`src/enc_pkg.sv`:
```
package enc_pkg;
  // ----------------------------------------------------------------
  // clock and time base
  // ----------------------------------------------------------------
  localparam int CLK_NS = 20;
  localparam int CLK_HZ = 50_000_000;
  localparam int MS_NS = 1_000_000;
  localparam int MS_CYCLES = (MS_NS + CLK_NS - 1) / CLK_NS;
  localparam int BAUD_LO = 4800;
  localparam int BAUD_HI = 28800;
  localparam int DIV_LO = CLK_HZ / BAUD_LO;
  localparam int DIV_HI = CLK_HZ / BAUD_HI;
  localparam int DIV_W = 16;
  localparam int TMR_W = 20;

  // ----------------------------------------------------------------
  // times in milliseconds
  // ----------------------------------------------------------------
  localparam int KEY_IND_MS = 1000;
  localparam int CREATE_MS = 15000;
  localparam int FLASH_MS = 500;
  localparam int ENTRY_GAP_MS = 2000;
  localparam int IDLE_LONG_MS = 15 * 60 * 1000;
  localparam int IDLE_SHORT_MS = 30 * 1000;
  localparam int DEBOUNCE_MS = 10;
  localparam int KEY_GAP_MS = 1000;

  // ----------------------------------------------------------------
  // widths and frame layout
  // ----------------------------------------------------------------
  localparam int DATA_W = 8;
  localparam int KEY_W = 80;
  localparam int CTR_W = 40;
  localparam int MAC_W = 80;
  localparam int PKT_W = DATA_W + CTR_W + MAC_W;
  localparam int ID_W = 16;
  localparam int FRAME_W = KEY_W + CTR_W + ID_W;
  localparam int FRAME_BYTES = FRAME_W / 8;
  localparam int PIN_LEN = 4;
  localparam int CODE_W = 3;
  localparam int NSYNC = DATA_W + 5;

  // input vector positions after the data lines
  localparam int IX_SEND = 8;
  localparam int IX_CREATE = 9;
  localparam int IX_KEY = 10;
  localparam int IX_BAUD = 11;
  localparam int IX_TIMER = 12;
  localparam int NDEB = 10;

  typedef enum logic [2:0] {
    ST_SLEEP = 3'h0,
    ST_SEND = 3'h1,
    ST_DRAIN = 3'h3,
    ST_KEY_RX = 3'h2,
    ST_KEY_CONF = 3'h6,
    ST_KEY_FINAL = 3'h7,
    ST_KEY_IND = 3'h5,
    ST_PIN_MAKE = 3'h4
  } mode_t;
endpackage

```
`src/pkt_buffer.sv`:
```
`timescale 1ns/100ps
module pkt_buffer
#(
  parameter int W = 128
)
(
  input wire logic clk,
  input wire logic rst,
  input wire logic in_valid,
  output logic in_ready,
  input wire logic [W-1:0] in_data,
  output logic out_valid,
  input wire logic out_ready,
  output logic [W-1:0] out_data
);
  logic [W-1:0] mem_q [2];
  logic wr_q;
  logic rd_q;
  logic [1:0] cnt_q;
  logic push;
  logic pop;

  assign in_ready = (cnt_q != 2'h2);
  assign out_valid = (cnt_q != 2'h0);
  assign out_data = mem_q[rd_q];
  assign push = in_valid && in_ready;
  assign pop = out_valid && out_ready;

  always_ff @(posedge clk)
  begin
    if (push)
    begin
      mem_q[wr_q] <= in_data;
    end
  end

  always_ff @(posedge clk or posedge rst)
  begin
    if (rst)
    begin
      wr_q <= 1'b0;
      rd_q <= 1'b0;
      cnt_q <= 2'h0;
    end
    else
    begin
      if (push)
        wr_q <= ~wr_q;
      if (pop)
        rd_q <= ~rd_q;
      if (push && !pop)
        cnt_q <= cnt_q + 2'h1;
      else if (pop && !push)
        cnt_q <= cnt_q - 2'h1;
    end
  end
endmodule

```
`src/remote_encoder.sv`:
```
`timescale 1ns/100ps
module remote_encoder
#(
  parameter int MS_CYCLES = enc_pkg::MS_CYCLES,
  parameter int DIV_LO = enc_pkg::DIV_LO,
  parameter int DIV_HI = enc_pkg::DIV_HI,
  parameter logic [7:0] CONF_BYTE = 8'ha5
)
(
  input wire logic CLK,
  input wire logic RST,
  input wire logic KEY_IN,
  input wire logic SEND,
  input wire logic CREATE_PIN,
  input wire logic [enc_pkg::DATA_W-1:0] DATA_IN,
  input wire logic SEL_BAUD,
  input wire logic SEL_TIMER,
  output logic DATA_OUT,
  output logic TRANSMITTER_POWER_ENABLE,
  output logic STATUS_INDICATOR,
  output logic ASLEEP,
  output logic KEY_VALID,
  output logic PIN_SET
);
  import enc_pkg::*;

  mode_t state_q, prev_q;
  logic [NSYNC-1:0] s1_q, s2_q;
  logic [NDEB-1:0] deb_q, debp_q;
  logic [15:0] ms_cnt_q;
  logic ms_tick;
  logic [1:0] init_q;
  logic baud_hi_q;
  logic [DIV_W-1:0] bit_div;
  logic [TMR_W-1:0] tmr_q;
  logic send_rise, create_rise, entry;
  logic [CODE_W-1:0] code;

  // ----------------------------------------------------------------
  // input synchronisers and debouncers
  // ----------------------------------------------------------------
  always_ff @(posedge CLK or posedge RST)
  begin
    if (RST)
    begin
      // key line idles high; a low reset value would fake a start bit
      s1_q <= NSYNC'(1 << IX_KEY);
      s2_q <= NSYNC'(1 << IX_KEY);
    end
    else
    begin
      s1_q <= {SEL_TIMER, SEL_BAUD, KEY_IN, CREATE_PIN, SEND, DATA_IN};
      s2_q <= s1_q;
    end
  end

  assign ms_tick = (ms_cnt_q == 16'(MS_CYCLES - 1));

  always_ff @(posedge CLK or posedge RST)
  begin
    if (RST)
      ms_cnt_q <= 16'h0;
    else if (ms_tick)
      ms_cnt_q <= 16'h0;
    else
      ms_cnt_q <= ms_cnt_q + 16'h1;
  end

  // a level must hold for the whole debounce time to be taken
  for (genvar i = 0; i < NDEB; i++)
  begin : g_deb
    logic [3:0] dc_q;
    always_ff @(posedge CLK or posedge RST)
    begin
      if (RST)
      begin
        dc_q <= 4'h0;
        deb_q[i] <= 1'b0;
      end
      else if (s2_q[i] == deb_q[i])
        dc_q <= 4'h0;
      else if (ms_tick)
      begin
        if (dc_q == 4'(DEBOUNCE_MS - 1))
        begin
          deb_q[i] <= s2_q[i];
          dc_q <= 4'h0;
        end
        else
          dc_q <= dc_q + 4'h1;
      end
    end
  end

  always_ff @(posedge CLK or posedge RST)
  begin
    if (RST)
      debp_q <= '0;
    else
      debp_q <= deb_q;
  end

  assign send_rise = deb_q[IX_SEND] && !debp_q[IX_SEND];
  assign create_rise = deb_q[IX_CREATE] && !debp_q[IX_CREATE];

  // an entry counts on release; lowest line wins if several drop
  always_comb
  begin
    entry = 1'b0;
    code = '0;
    for (int i = DATA_W - 1; i >= 0; i--)
    begin
      if (debp_q[i] && !deb_q[i])
      begin
        entry = 1'b1;
        code = CODE_W'(i);
      end
    end
  end

  // ----------------------------------------------------------------
  // bit rate latched once after reset
  // ----------------------------------------------------------------
  always_ff @(posedge CLK or posedge RST)
  begin
    if (RST)
    begin
      init_q <= 2'h0;
      baud_hi_q <= 1'b0;
    end
    else if (init_q != 2'h3)
    begin
      init_q <= init_q + 2'h1;
      if (init_q == 2'h2)
        baud_hi_q <= s2_q[IX_BAUD];
    end
  end

  assign bit_div = baud_hi_q ? DIV_W'(DIV_HI) : DIV_W'(DIV_LO);

  // ----------------------------------------------------------------
  // key link receiver, 8N1 at the latched rate
  // ----------------------------------------------------------------
  logic rx_busy_q, rx_done_q, keyp_q;
  logic [DIV_W-1:0] rx_cnt_q;
  logic [3:0] rx_bit_q;
  logic [7:0] rx_sh_q;

  always_ff @(posedge CLK or posedge RST)
  begin
    if (RST)
    begin
      rx_busy_q <= 1'b0;
      rx_done_q <= 1'b0;
      keyp_q <= 1'b1;
      rx_cnt_q <= '0;
      rx_bit_q <= 4'h0;
      rx_sh_q <= 8'h0;
    end
    else
    begin
      keyp_q <= s2_q[IX_KEY];
      rx_done_q <= 1'b0;
      if (!rx_busy_q)
      begin
        if (keyp_q && !s2_q[IX_KEY])
        begin
          rx_busy_q <= 1'b1;
          rx_cnt_q <= bit_div >> 1;
          rx_bit_q <= 4'h0;
        end
      end
      else if (rx_cnt_q != '0)
        rx_cnt_q <= rx_cnt_q - 1'b1;
      else
      begin
        rx_cnt_q <= bit_div - 1'b1;
        rx_bit_q <= rx_bit_q + 4'h1;
        if (rx_bit_q == 4'h0 && s2_q[IX_KEY])
          rx_busy_q <= 1'b0;
        else if (rx_bit_q == 4'h9)
        begin
          rx_busy_q <= 1'b0;
          rx_done_q <= s2_q[IX_KEY];
        end
        else if (rx_bit_q != 4'h0)
          rx_sh_q <= {s2_q[IX_KEY], rx_sh_q[7:1]};
      end
    end
  end

  // ----------------------------------------------------------------
  // key frame, key store and packet counter
  // ----------------------------------------------------------------
  logic [FRAME_W-1:0] frame_q;
  logic [4:0] fcnt_q;
  logic [KEY_W-1:0] key_q;
  logic [CTR_W-1:0] ctr_q;
  logic [ID_W-1:0] id_q;
  logic key_valid_q, key_commit, push_q, push_ok;
  logic [PKT_W-1:0] push_data_q;
  logic buf_ready;

  assign key_commit = (state_q == ST_KEY_FINAL) && rx_done_q
    && (rx_sh_q == CONF_BYTE);
  assign push_ok = push_q && buf_ready;

  always_ff @(posedge CLK or posedge RST)
  begin
    if (RST)
    begin
      frame_q <= '0;
      fcnt_q <= 5'h0;
    end
    else if (rx_done_q && (state_q == ST_SLEEP || state_q == ST_KEY_RX))
    begin
      frame_q <= {rx_sh_q, frame_q[FRAME_W-1:8]};
      fcnt_q <= (state_q == ST_SLEEP) ? 5'h1 : fcnt_q + 5'h1;
    end
  end

  always_ff @(posedge CLK or posedge RST)
  begin
    if (RST)
    begin
      key_q <= '0;
      ctr_q <= '0;
      id_q <= '0;
      key_valid_q <= 1'b0;
    end
    else if (key_commit)
    begin
      {id_q, ctr_q, key_q} <= frame_q;
      key_valid_q <= 1'b1;
    end
    else if (push_ok && state_q == ST_SEND)
    begin
      ctr_q <= ctr_q - 1'b1;
      if (ctr_q <= CTR_W'(1))
      begin
        key_valid_q <= 1'b0;
        key_q <= '0;
      end
    end
  end

  // ----------------------------------------------------------------
  // mode sequencer
  // ----------------------------------------------------------------
  logic tx_idle, unlocked_q, pin_set_q, pin_done;
  logic [1:0] pidx_q;

  assign pin_done = (state_q == ST_PIN_MAKE) && entry && pidx_q == 2'h3;

  always_ff @(posedge CLK or posedge RST)
  begin
    if (RST)
      state_q <= ST_SLEEP;
    else
    begin
      case (state_q)
        ST_SLEEP:
          if (rx_done_q)
            state_q <= ST_KEY_RX;
          else if (send_rise && key_valid_q
            && (!pin_set_q || unlocked_q))
            state_q <= ST_SEND;
          else if (create_rise)
            state_q <= ST_PIN_MAKE;
        ST_KEY_RX:
          if (fcnt_q == 5'(FRAME_BYTES))
            state_q <= ST_KEY_CONF;
          else if (tmr_q >= TMR_W'(KEY_GAP_MS))
            state_q <= ST_SLEEP;
        ST_KEY_CONF:
          if (!push_q && tx_idle)
            state_q <= ST_KEY_FINAL;
        ST_KEY_FINAL:
          if (key_commit)
            state_q <= ST_KEY_IND;
          else if (tmr_q >= TMR_W'(KEY_GAP_MS))
            state_q <= ST_SLEEP;
        ST_KEY_IND:
          if (tmr_q >= TMR_W'(KEY_IND_MS))
            state_q <= ST_SLEEP;
        ST_SEND:
          if (!deb_q[IX_SEND] || !key_valid_q)
            state_q <= ST_DRAIN;
        ST_DRAIN:
          if (!push_q && tx_idle)
            state_q <= ST_SLEEP;
        ST_PIN_MAKE:
          if (create_rise || tmr_q >= TMR_W'(CREATE_MS) || pin_done)
            state_q <= ST_SLEEP;
        default:
          state_q <= ST_SLEEP;
      endcase
    end
  end

  // state timer in milliseconds, cleared on every mode change
  always_ff @(posedge CLK or posedge RST)
  begin
    if (RST)
    begin
      prev_q <= ST_SLEEP;
      tmr_q <= '0;
    end
    else
    begin
      prev_q <= state_q;
      if (state_q != prev_q)
        tmr_q <= '0;
      else if (ms_tick)
        tmr_q <= tmr_q + 1'b1;
    end
  end

  // ----------------------------------------------------------------
  // packet producer; the cipher core is a keyed stand-in here
  // ----------------------------------------------------------------
  always_ff @(posedge CLK or posedge RST)
  begin
    if (RST)
    begin
      push_q <= 1'b0;
      push_data_q <= '0;
    end
    else if (push_ok)
      push_q <= 1'b0;
    else if (!push_q && state_q == ST_KEY_RX
      && fcnt_q == 5'(FRAME_BYTES))
    begin
      push_q <= 1'b1;
      push_data_q <= {CONF_BYTE, frame_q[FRAME_W-1 -: ID_W],
        {(PKT_W - 8 - ID_W){1'b0}}};
    end
    else if (!push_q && state_q == ST_SEND && deb_q[IX_SEND]
      && key_valid_q)
    begin
      push_q <= 1'b1;
      push_data_q <= {s2_q[DATA_W-1:0], ctr_q, {ctr_q, ctr_q} ^ key_q}
        ^ {key_q, key_q[PKT_W-KEY_W-1:0]};
    end
  end

  // ----------------------------------------------------------------
  // packet buffer and serialiser
  // ----------------------------------------------------------------
  logic buf_valid, buf_take;
  logic [PKT_W-1:0] buf_data, sh_q;
  logic [7:0] bits_q;
  logic [DIV_W-1:0] tx_div_q;
  logic baud_tick;

  pkt_buffer #(.W(PKT_W)) u_buf (
    .clk(CLK),
    .rst(RST),
    .in_valid(push_q),
    .in_ready(buf_ready),
    .in_data(push_data_q),
    .out_valid(buf_valid),
    .out_ready(buf_take),
    .out_data(buf_data)
  );

  assign buf_take = (bits_q == 8'h0);
  assign tx_idle = (bits_q == 8'h0) && !buf_valid;
  assign baud_tick = (tx_div_q == '0);

  always_ff @(posedge CLK or posedge RST)
  begin
    if (RST)
      tx_div_q <= '0;
    else if (baud_tick)
      tx_div_q <= bit_div - 1'b1;
    else
      tx_div_q <= tx_div_q - 1'b1;
  end

  // one extra bit period returns the line low after the last bit
  always_ff @(posedge CLK or posedge RST)
  begin
    if (RST)
    begin
      sh_q <= '0;
      bits_q <= 8'h0;
      DATA_OUT <= 1'b0;
    end
    else if (bits_q == 8'h0)
    begin
      if (buf_valid)
      begin
        sh_q <= buf_data;
        bits_q <= 8'(PKT_W + 1);
      end
    end
    else if (baud_tick)
    begin
      DATA_OUT <= sh_q[0];
      sh_q <= {1'b0, sh_q[PKT_W-1:1]};
      bits_q <= bits_q - 8'h1;
    end
  end

  // ----------------------------------------------------------------
  // PIN creation and unlock
  // ----------------------------------------------------------------
  logic [CODE_W-1:0] pin_q [PIN_LEN];
  logic [CODE_W-1:0] pnew_q [PIN_LEN];
  logic [1:0] uidx_q;
  logic umatch_q, locked_sleep;
  logic [TMR_W-1:0] gap_q, idle_q;

  assign locked_sleep = (state_q == ST_SLEEP) && pin_set_q && !unlocked_q;

  always_ff @(posedge CLK or posedge RST)
  begin
    if (RST)
    begin
      pidx_q <= 2'h0;
      pin_set_q <= 1'b0;
      for (int i = 0; i < PIN_LEN; i++)
      begin
        pin_q[i] <= '0;
        pnew_q[i] <= '0;
      end
    end
    else if (key_commit)
      pin_set_q <= 1'b0;
    else if (state_q != ST_PIN_MAKE)
      pidx_q <= 2'h0;
    else if (entry)
    begin
      pnew_q[pidx_q] <= code;
      pidx_q <= pidx_q + 2'h1;
      if (pidx_q == 2'h3)
      begin
        pin_q <= '{pnew_q[0], pnew_q[1], pnew_q[2], code};
        pin_set_q <= 1'b1;
      end
    end
  end

  always_ff @(posedge CLK or posedge RST)
  begin
    if (RST)
    begin
      uidx_q <= 2'h0;
      umatch_q <= 1'b1;
      unlocked_q <= 1'b0;
      gap_q <= '0;
      idle_q <= '0;
    end
    else if (key_commit || !pin_set_q)
    begin
      uidx_q <= 2'h0;
      umatch_q <= 1'b1;
      unlocked_q <= 1'b0;
    end
    else if (locked_sleep && entry)
    begin
      gap_q <= '0;
      uidx_q <= uidx_q + 2'h1;
      umatch_q <= umatch_q && (code == pin_q[uidx_q]);
      if (uidx_q == 2'h3)
      begin
        unlocked_q <= umatch_q && (code == pin_q[uidx_q]);
        umatch_q <= 1'b1;
        idle_q <= '0;
      end
    end
    else if (unlocked_q)
    begin
      if (deb_q[IX_SEND] || state_q != ST_SLEEP)
        idle_q <= '0;
      else if (ms_tick)
        idle_q <= idle_q + 1'b1;
      if (idle_q >= (s2_q[IX_TIMER] ? TMR_W'(IDLE_SHORT_MS)
        : TMR_W'(IDLE_LONG_MS)))
        unlocked_q <= 1'b0;
    end
    else if (uidx_q != 2'h0 && ms_tick)
    begin
      gap_q <= gap_q + 1'b1;
      if (gap_q >= TMR_W'(ENTRY_GAP_MS))
      begin
        uidx_q <= 2'h0;
        umatch_q <= 1'b1;
      end
    end
  end

  // ----------------------------------------------------------------
  // outputs
  // ----------------------------------------------------------------
  logic flash_q;
  logic [TMR_W-1:0] fl_q;

  always_ff @(posedge CLK or posedge RST)
  begin
    if (RST)
    begin
      flash_q <= 1'b0;
      fl_q <= '0;
    end
    else if (state_q != ST_PIN_MAKE)
    begin
      flash_q <= 1'b1;
      fl_q <= '0;
    end
    else if (ms_tick)
    begin
      fl_q <= fl_q + 1'b1;
      if (fl_q == TMR_W'(FLASH_MS - 1))
      begin
        flash_q <= ~flash_q;
        fl_q <= '0;
      end
    end
  end

  always_ff @(posedge CLK or posedge RST)
  begin
    if (RST)
    begin
      TRANSMITTER_POWER_ENABLE <= 1'b0;
      STATUS_INDICATOR <= 1'b0;
    end
    else
    begin
      TRANSMITTER_POWER_ENABLE <= state_q == ST_SEND
        || state_q == ST_DRAIN || state_q == ST_KEY_CONF;
      STATUS_INDICATOR <= (state_q == ST_KEY_IND)
        || (state_q == ST_PIN_MAKE && flash_q && !pin_done)
        || (locked_sleep && |deb_q[DATA_W-1:0]);
    end
  end

  assign ASLEEP = (state_q == ST_SLEEP);
  assign KEY_VALID = key_valid_q;
  assign PIN_SET = pin_set_q;
endmodule

```
`config.mk`:
```
export PLATFORM = sky130hd
export DESIGN_NAME = remote_encoder
export DESIGN_NICKNAME = d
export VERILOG_FILES = /design/src/enc_pkg.sv /design/src/pkt_buffer.sv /design/src/remote_encoder.sv
export SDC_FILE = /design/constraint.sdc
export NUM_CORES = 2
export LEC_CHECK = 0
export BUFFER_PORTS_ARGS = -buffer_cell sky130_fd_sc_hd__buf_2
export CAP_MARGIN = 20
export CORE_MARGIN = 2
export CORE_UTILIZATION = 25
export DETAILED_ROUTE_END_ITERATION = 7
export PLACE_DENSITY = 0.4
export SLEW_MARGIN = 10
export SYNTH_ARGS = -nofsm -noshare
export SYNTH_HDL_FRONTEND = slang
export SYNTH_HIERARCHICAL = 1
export SYNTH_SLANG_ARGS = --single-unit
```
`constraint.sdc`:
```
create_clock -name CLK -period 29.3 [get_ports CLK]
set_clock_uncertainty 0.05 [all_clocks]
set_input_delay 1.465 -clock CLK [delete_from_list [all_inputs] [get_ports CLK]]
set_output_delay 1.465 -clock CLK [all_outputs]
set_load 0.01 [all_outputs]
```
==> run_results.csv <==
group,metric,value,unit
status,status,"finished clean",
setup_path,worstPathRequired,30010,ps
finish,fill_cells,18470,
yosys,avgSynthCellArea,11.96,µm²
yosys,synth-xor-area-share,4.185,%
setup_path,worst_setup_path_end_kind,"async pin",
finish,drive_above_1_share,15.95,%
floorplanning,core,0.1802,mm²
timing,maxSlewHeadroom,28.57,%
drt,drt-total-wl,117.2,mm
setup_path,crit_path_cell_trace,"buf_2, inv_8, buf_4, buf_4, buf_4, buf_4",
clocking,clk_transition_reported_paths,60,ps
yosys,yosys.area_share.simple,11.62,%
power_and_ir_drop,p_leak,21.38,nW
clocking,cts_buffers,117,
grt,grt-ovfl-total,0,
drt,drtIter0Drc,1595,
yosys,synth-compound-area-share,10.52,%
setup_path,cp_slowest_stage_delay,810,ps
yosys,post-synth-top-area-cell,"dfrtp_1",
clocking,clk-insertion-delay-late,760,ps
place,dp_hpwl,73.15,mm
timing,worst_pin_slew,1072,ps
yosys,synth_top_area_share,44.12,%
yosys,syn_area,0.04520,mm²
floorplanning,ios,21,
floorplanning,design.die.area,0.1842,mm²
yosys,synth_top_family_by_area,"simple AND/OR/NAND/NOR gates",
floorplanning,fp.dieW,429.2,µm
yosys,synth_edf_count,256,
grt,grt_max_degree,157,
yosys,synth_ff_type,"dfrtp_1",
drt,dr_total_vias,28400,
setup_path,crit_type,"input pin to async pin",
clocking,clockBufferDepth,3,
setup_path,critPathMaxFanout,100,
clocking,cts_tree,"yes",
grt,antenna_found_initial,2,
timing,hold_viol,0,
place,portBuffers,20,
drt,postRouteAntennaNets,0,
timing,setup_viol,0,
setup_path,cpMostUsedCell,"buf_4",
drt,vias_per_cell,4.560,
setup_path,start_kind,"input pin",
yosys,synth_seq_cells,1057,
grt,grt_pass1_vias,29180,
yosys,syn_inst,3780,
finish,area_delta_synth_final,14.45,%
yosys,syn_nets,3854,
floorplanning,die_y,429.2,µm
yosys,synthArstFlopShare,75.78,%
yosys,ys_types,93,
grt,track_usage,12.76,%
flow_run,cap_violations,0,
setup_path,arrival,5280,ps
finish,nets,3828,
clocking,cts_setup_buffers,0,
timing,fmax,218.8,MHz
clocking,cts_resized,0,
drt,wire_per_inst,18.82,µm
setup_path,slowest_stage,"buf_4",
finish,final_core_util,28.72,%
timing,fin_setup_tns,0,ps
timing,setup_slack,24730,ps
timing,min_period_over_period,15.60,%
clocking,cts_max_level,3,
place,dp_slack,23620,ps
place,gp_congestion,0.7265,
yosys,synth_fa_ha_area_share,1.633,%
timing,drv_slew,0,
timing,rsz0062_at_grt,"false",
power_and_ir_drop,ir_worst_vdd,0.00004777,V
floorplanning,rows,156,
timing,whs,287.6,ps
timing,min_period,4571,ps
clocking,ctsHoldBuffers,0,
hold_path,hold_class,"register to register",
power_and_ir_drop,p_per_area,60.03,mW/mm²
grt,grt_pass1_wl,184.6,mm
yosys,synthTopCellsByArea,"dfrtp_1 (44%), edfxtp_1 (17%), mux2_2 (7.5%)",
drt,drt_pass1_iterations,5,
floorplanning,start_util,25.09,%
yosys,synth_mux_area_share,7.808,%
yosys,ys_seq_area_share,61.36,%
clocking,cts-root-buf,"clkbuf_16",
drt,drc_errors,0,
yosys,synth_warnings,6,
clocking,clock_sinks,1057,
cell usage in the layout, fill, tap and decap left out, types with 7 or more instances in the layout:
cell type / instances
a21o_1: 12
xnor2_1: 156
xor2_1: 60
mux2_2: 303
clkinv_1: 19
clkbuf_8: 18
inv_1: 68
nor3_1: 62
and3_1: 17
dfrtp_1: 796
a31o_2: 7
a31oi_1: 134
a22o_1: 125
nor2b_1: 14
edfxtp_1: 256
a211oi_1: 15
ha_1: 59
o21a_1: 9
a21oi_1: 106
nand2_1: 493
nand4_1: 25
a311oi_1: 9
o311ai_0: 11
buf_2: 20
nand2b_1: 12
a221o_1: 28
buf_4: 41
and4_1: 10
o21ai_0: 152
bufinv_16: 13
clkinv_2: 20
or2_2: 9
or3_1: 22
nor2_1: 329
nand3_1: 70
o211ai_1: 17
or4_1: 14
clkbuf_1: 21
clkbuf_16: 117
nor4_1: 18
synthesized netlist by cell type (all sizes together) (59+ instances only):
cell type	count
nand2	495
a21oi	109
buf	101
o21ai	158
mux2	303
edfxtp	256
clkbuf	109
nand3	70
dfrtp	797
xnor2	156
nor3	69
inv	70
a22o	125
xor2	60
a31oi	134
nor2	334
ha	59
registers in the layout, indices dropped and copies added (netlist names), 16 cells and up:
signal / count
ctr_q: 40
fl_q: 20
frame_q: 136
g_deb.dc_q: 40
gap_q: 20
idle_q: 20
key_q: 80
ms_cnt_q: 16
push_data_q: 128
rx_cnt_q: 16
sh_q: 128
tmr_q: 20
tx_div_q: 16
u_buf/mem_q: 256
report_power, final:
group	internal (W)	switching (W)	total (W)
registers	0.00151	0.0000108	0.00152
clock network	0.000897	0.000638	0.00154
logic	0.0000126	0.0000348	0.0000474
through the flow:
stage	power (W)	cell area, µm²	cells
after floorplan	0.001583	45200	3780
after global placement	0.001601	47670	6003
after detailed placement	0.001601	47690	6005
after CTS	0.003161	51730	6227
after global routing	0.003228	51730	6227
final	0.003106	51740	6228
final timing paths:
path                            from          to  slack [ps]  depth (start not counted)
max reg2reg                bits_q[0]    sh_q[54]       25280                          9
min in group asynchronous        RST  u_buf/wr_q         620                          2
max in group CLK           bits_q[0]    sh_q[54]       25280                          9
min reg2reg                  s1_q[6]     s2_q[6]         290                          0
max                              RST    sh_q[95]       24730                          6
min                          s1_q[6]     s2_q[6]         290                          0
metal layers:
metal	routed length, µm	track usage (%)	up-vias
met3	2923	1.845	141
met1	57210	17.76	14480
li1	-	-	13480
met4	2260	3.134	0
met5	0	0	-
met2	54810	20.79	290
area by class of cell:
type | instances | area (µm²) | area share, %
clock buffers | 156 | 3254 | 6.290
well taps | 2370 | 2965 | 5.732
inverters | 71 | 276.5 | 0.5345
diodes | 1 | 2.502 | 0.004837
flip-flops and latches | 1057 | 27740 | 53.62
repair buffers | 65 | 479.2 | 0.9263
multi-input cells | 2442 | 16230 | 31.36
clock inverters | 66 | 790.8 | 1.528
cell families after synthesis:
kind of cell / Yosys count
simple gates: 1159
flops: 1057
compound gates: 697
mux: 311
buf+inv: 281
xor+xnor: 216
fa+ha+maj: 59
critical path, delay by kind of cell:
family | cells | cell delay [ps]
buffers and inverters | 6 | 3680
Note: power is estimated with default switching activity, not from simulation.
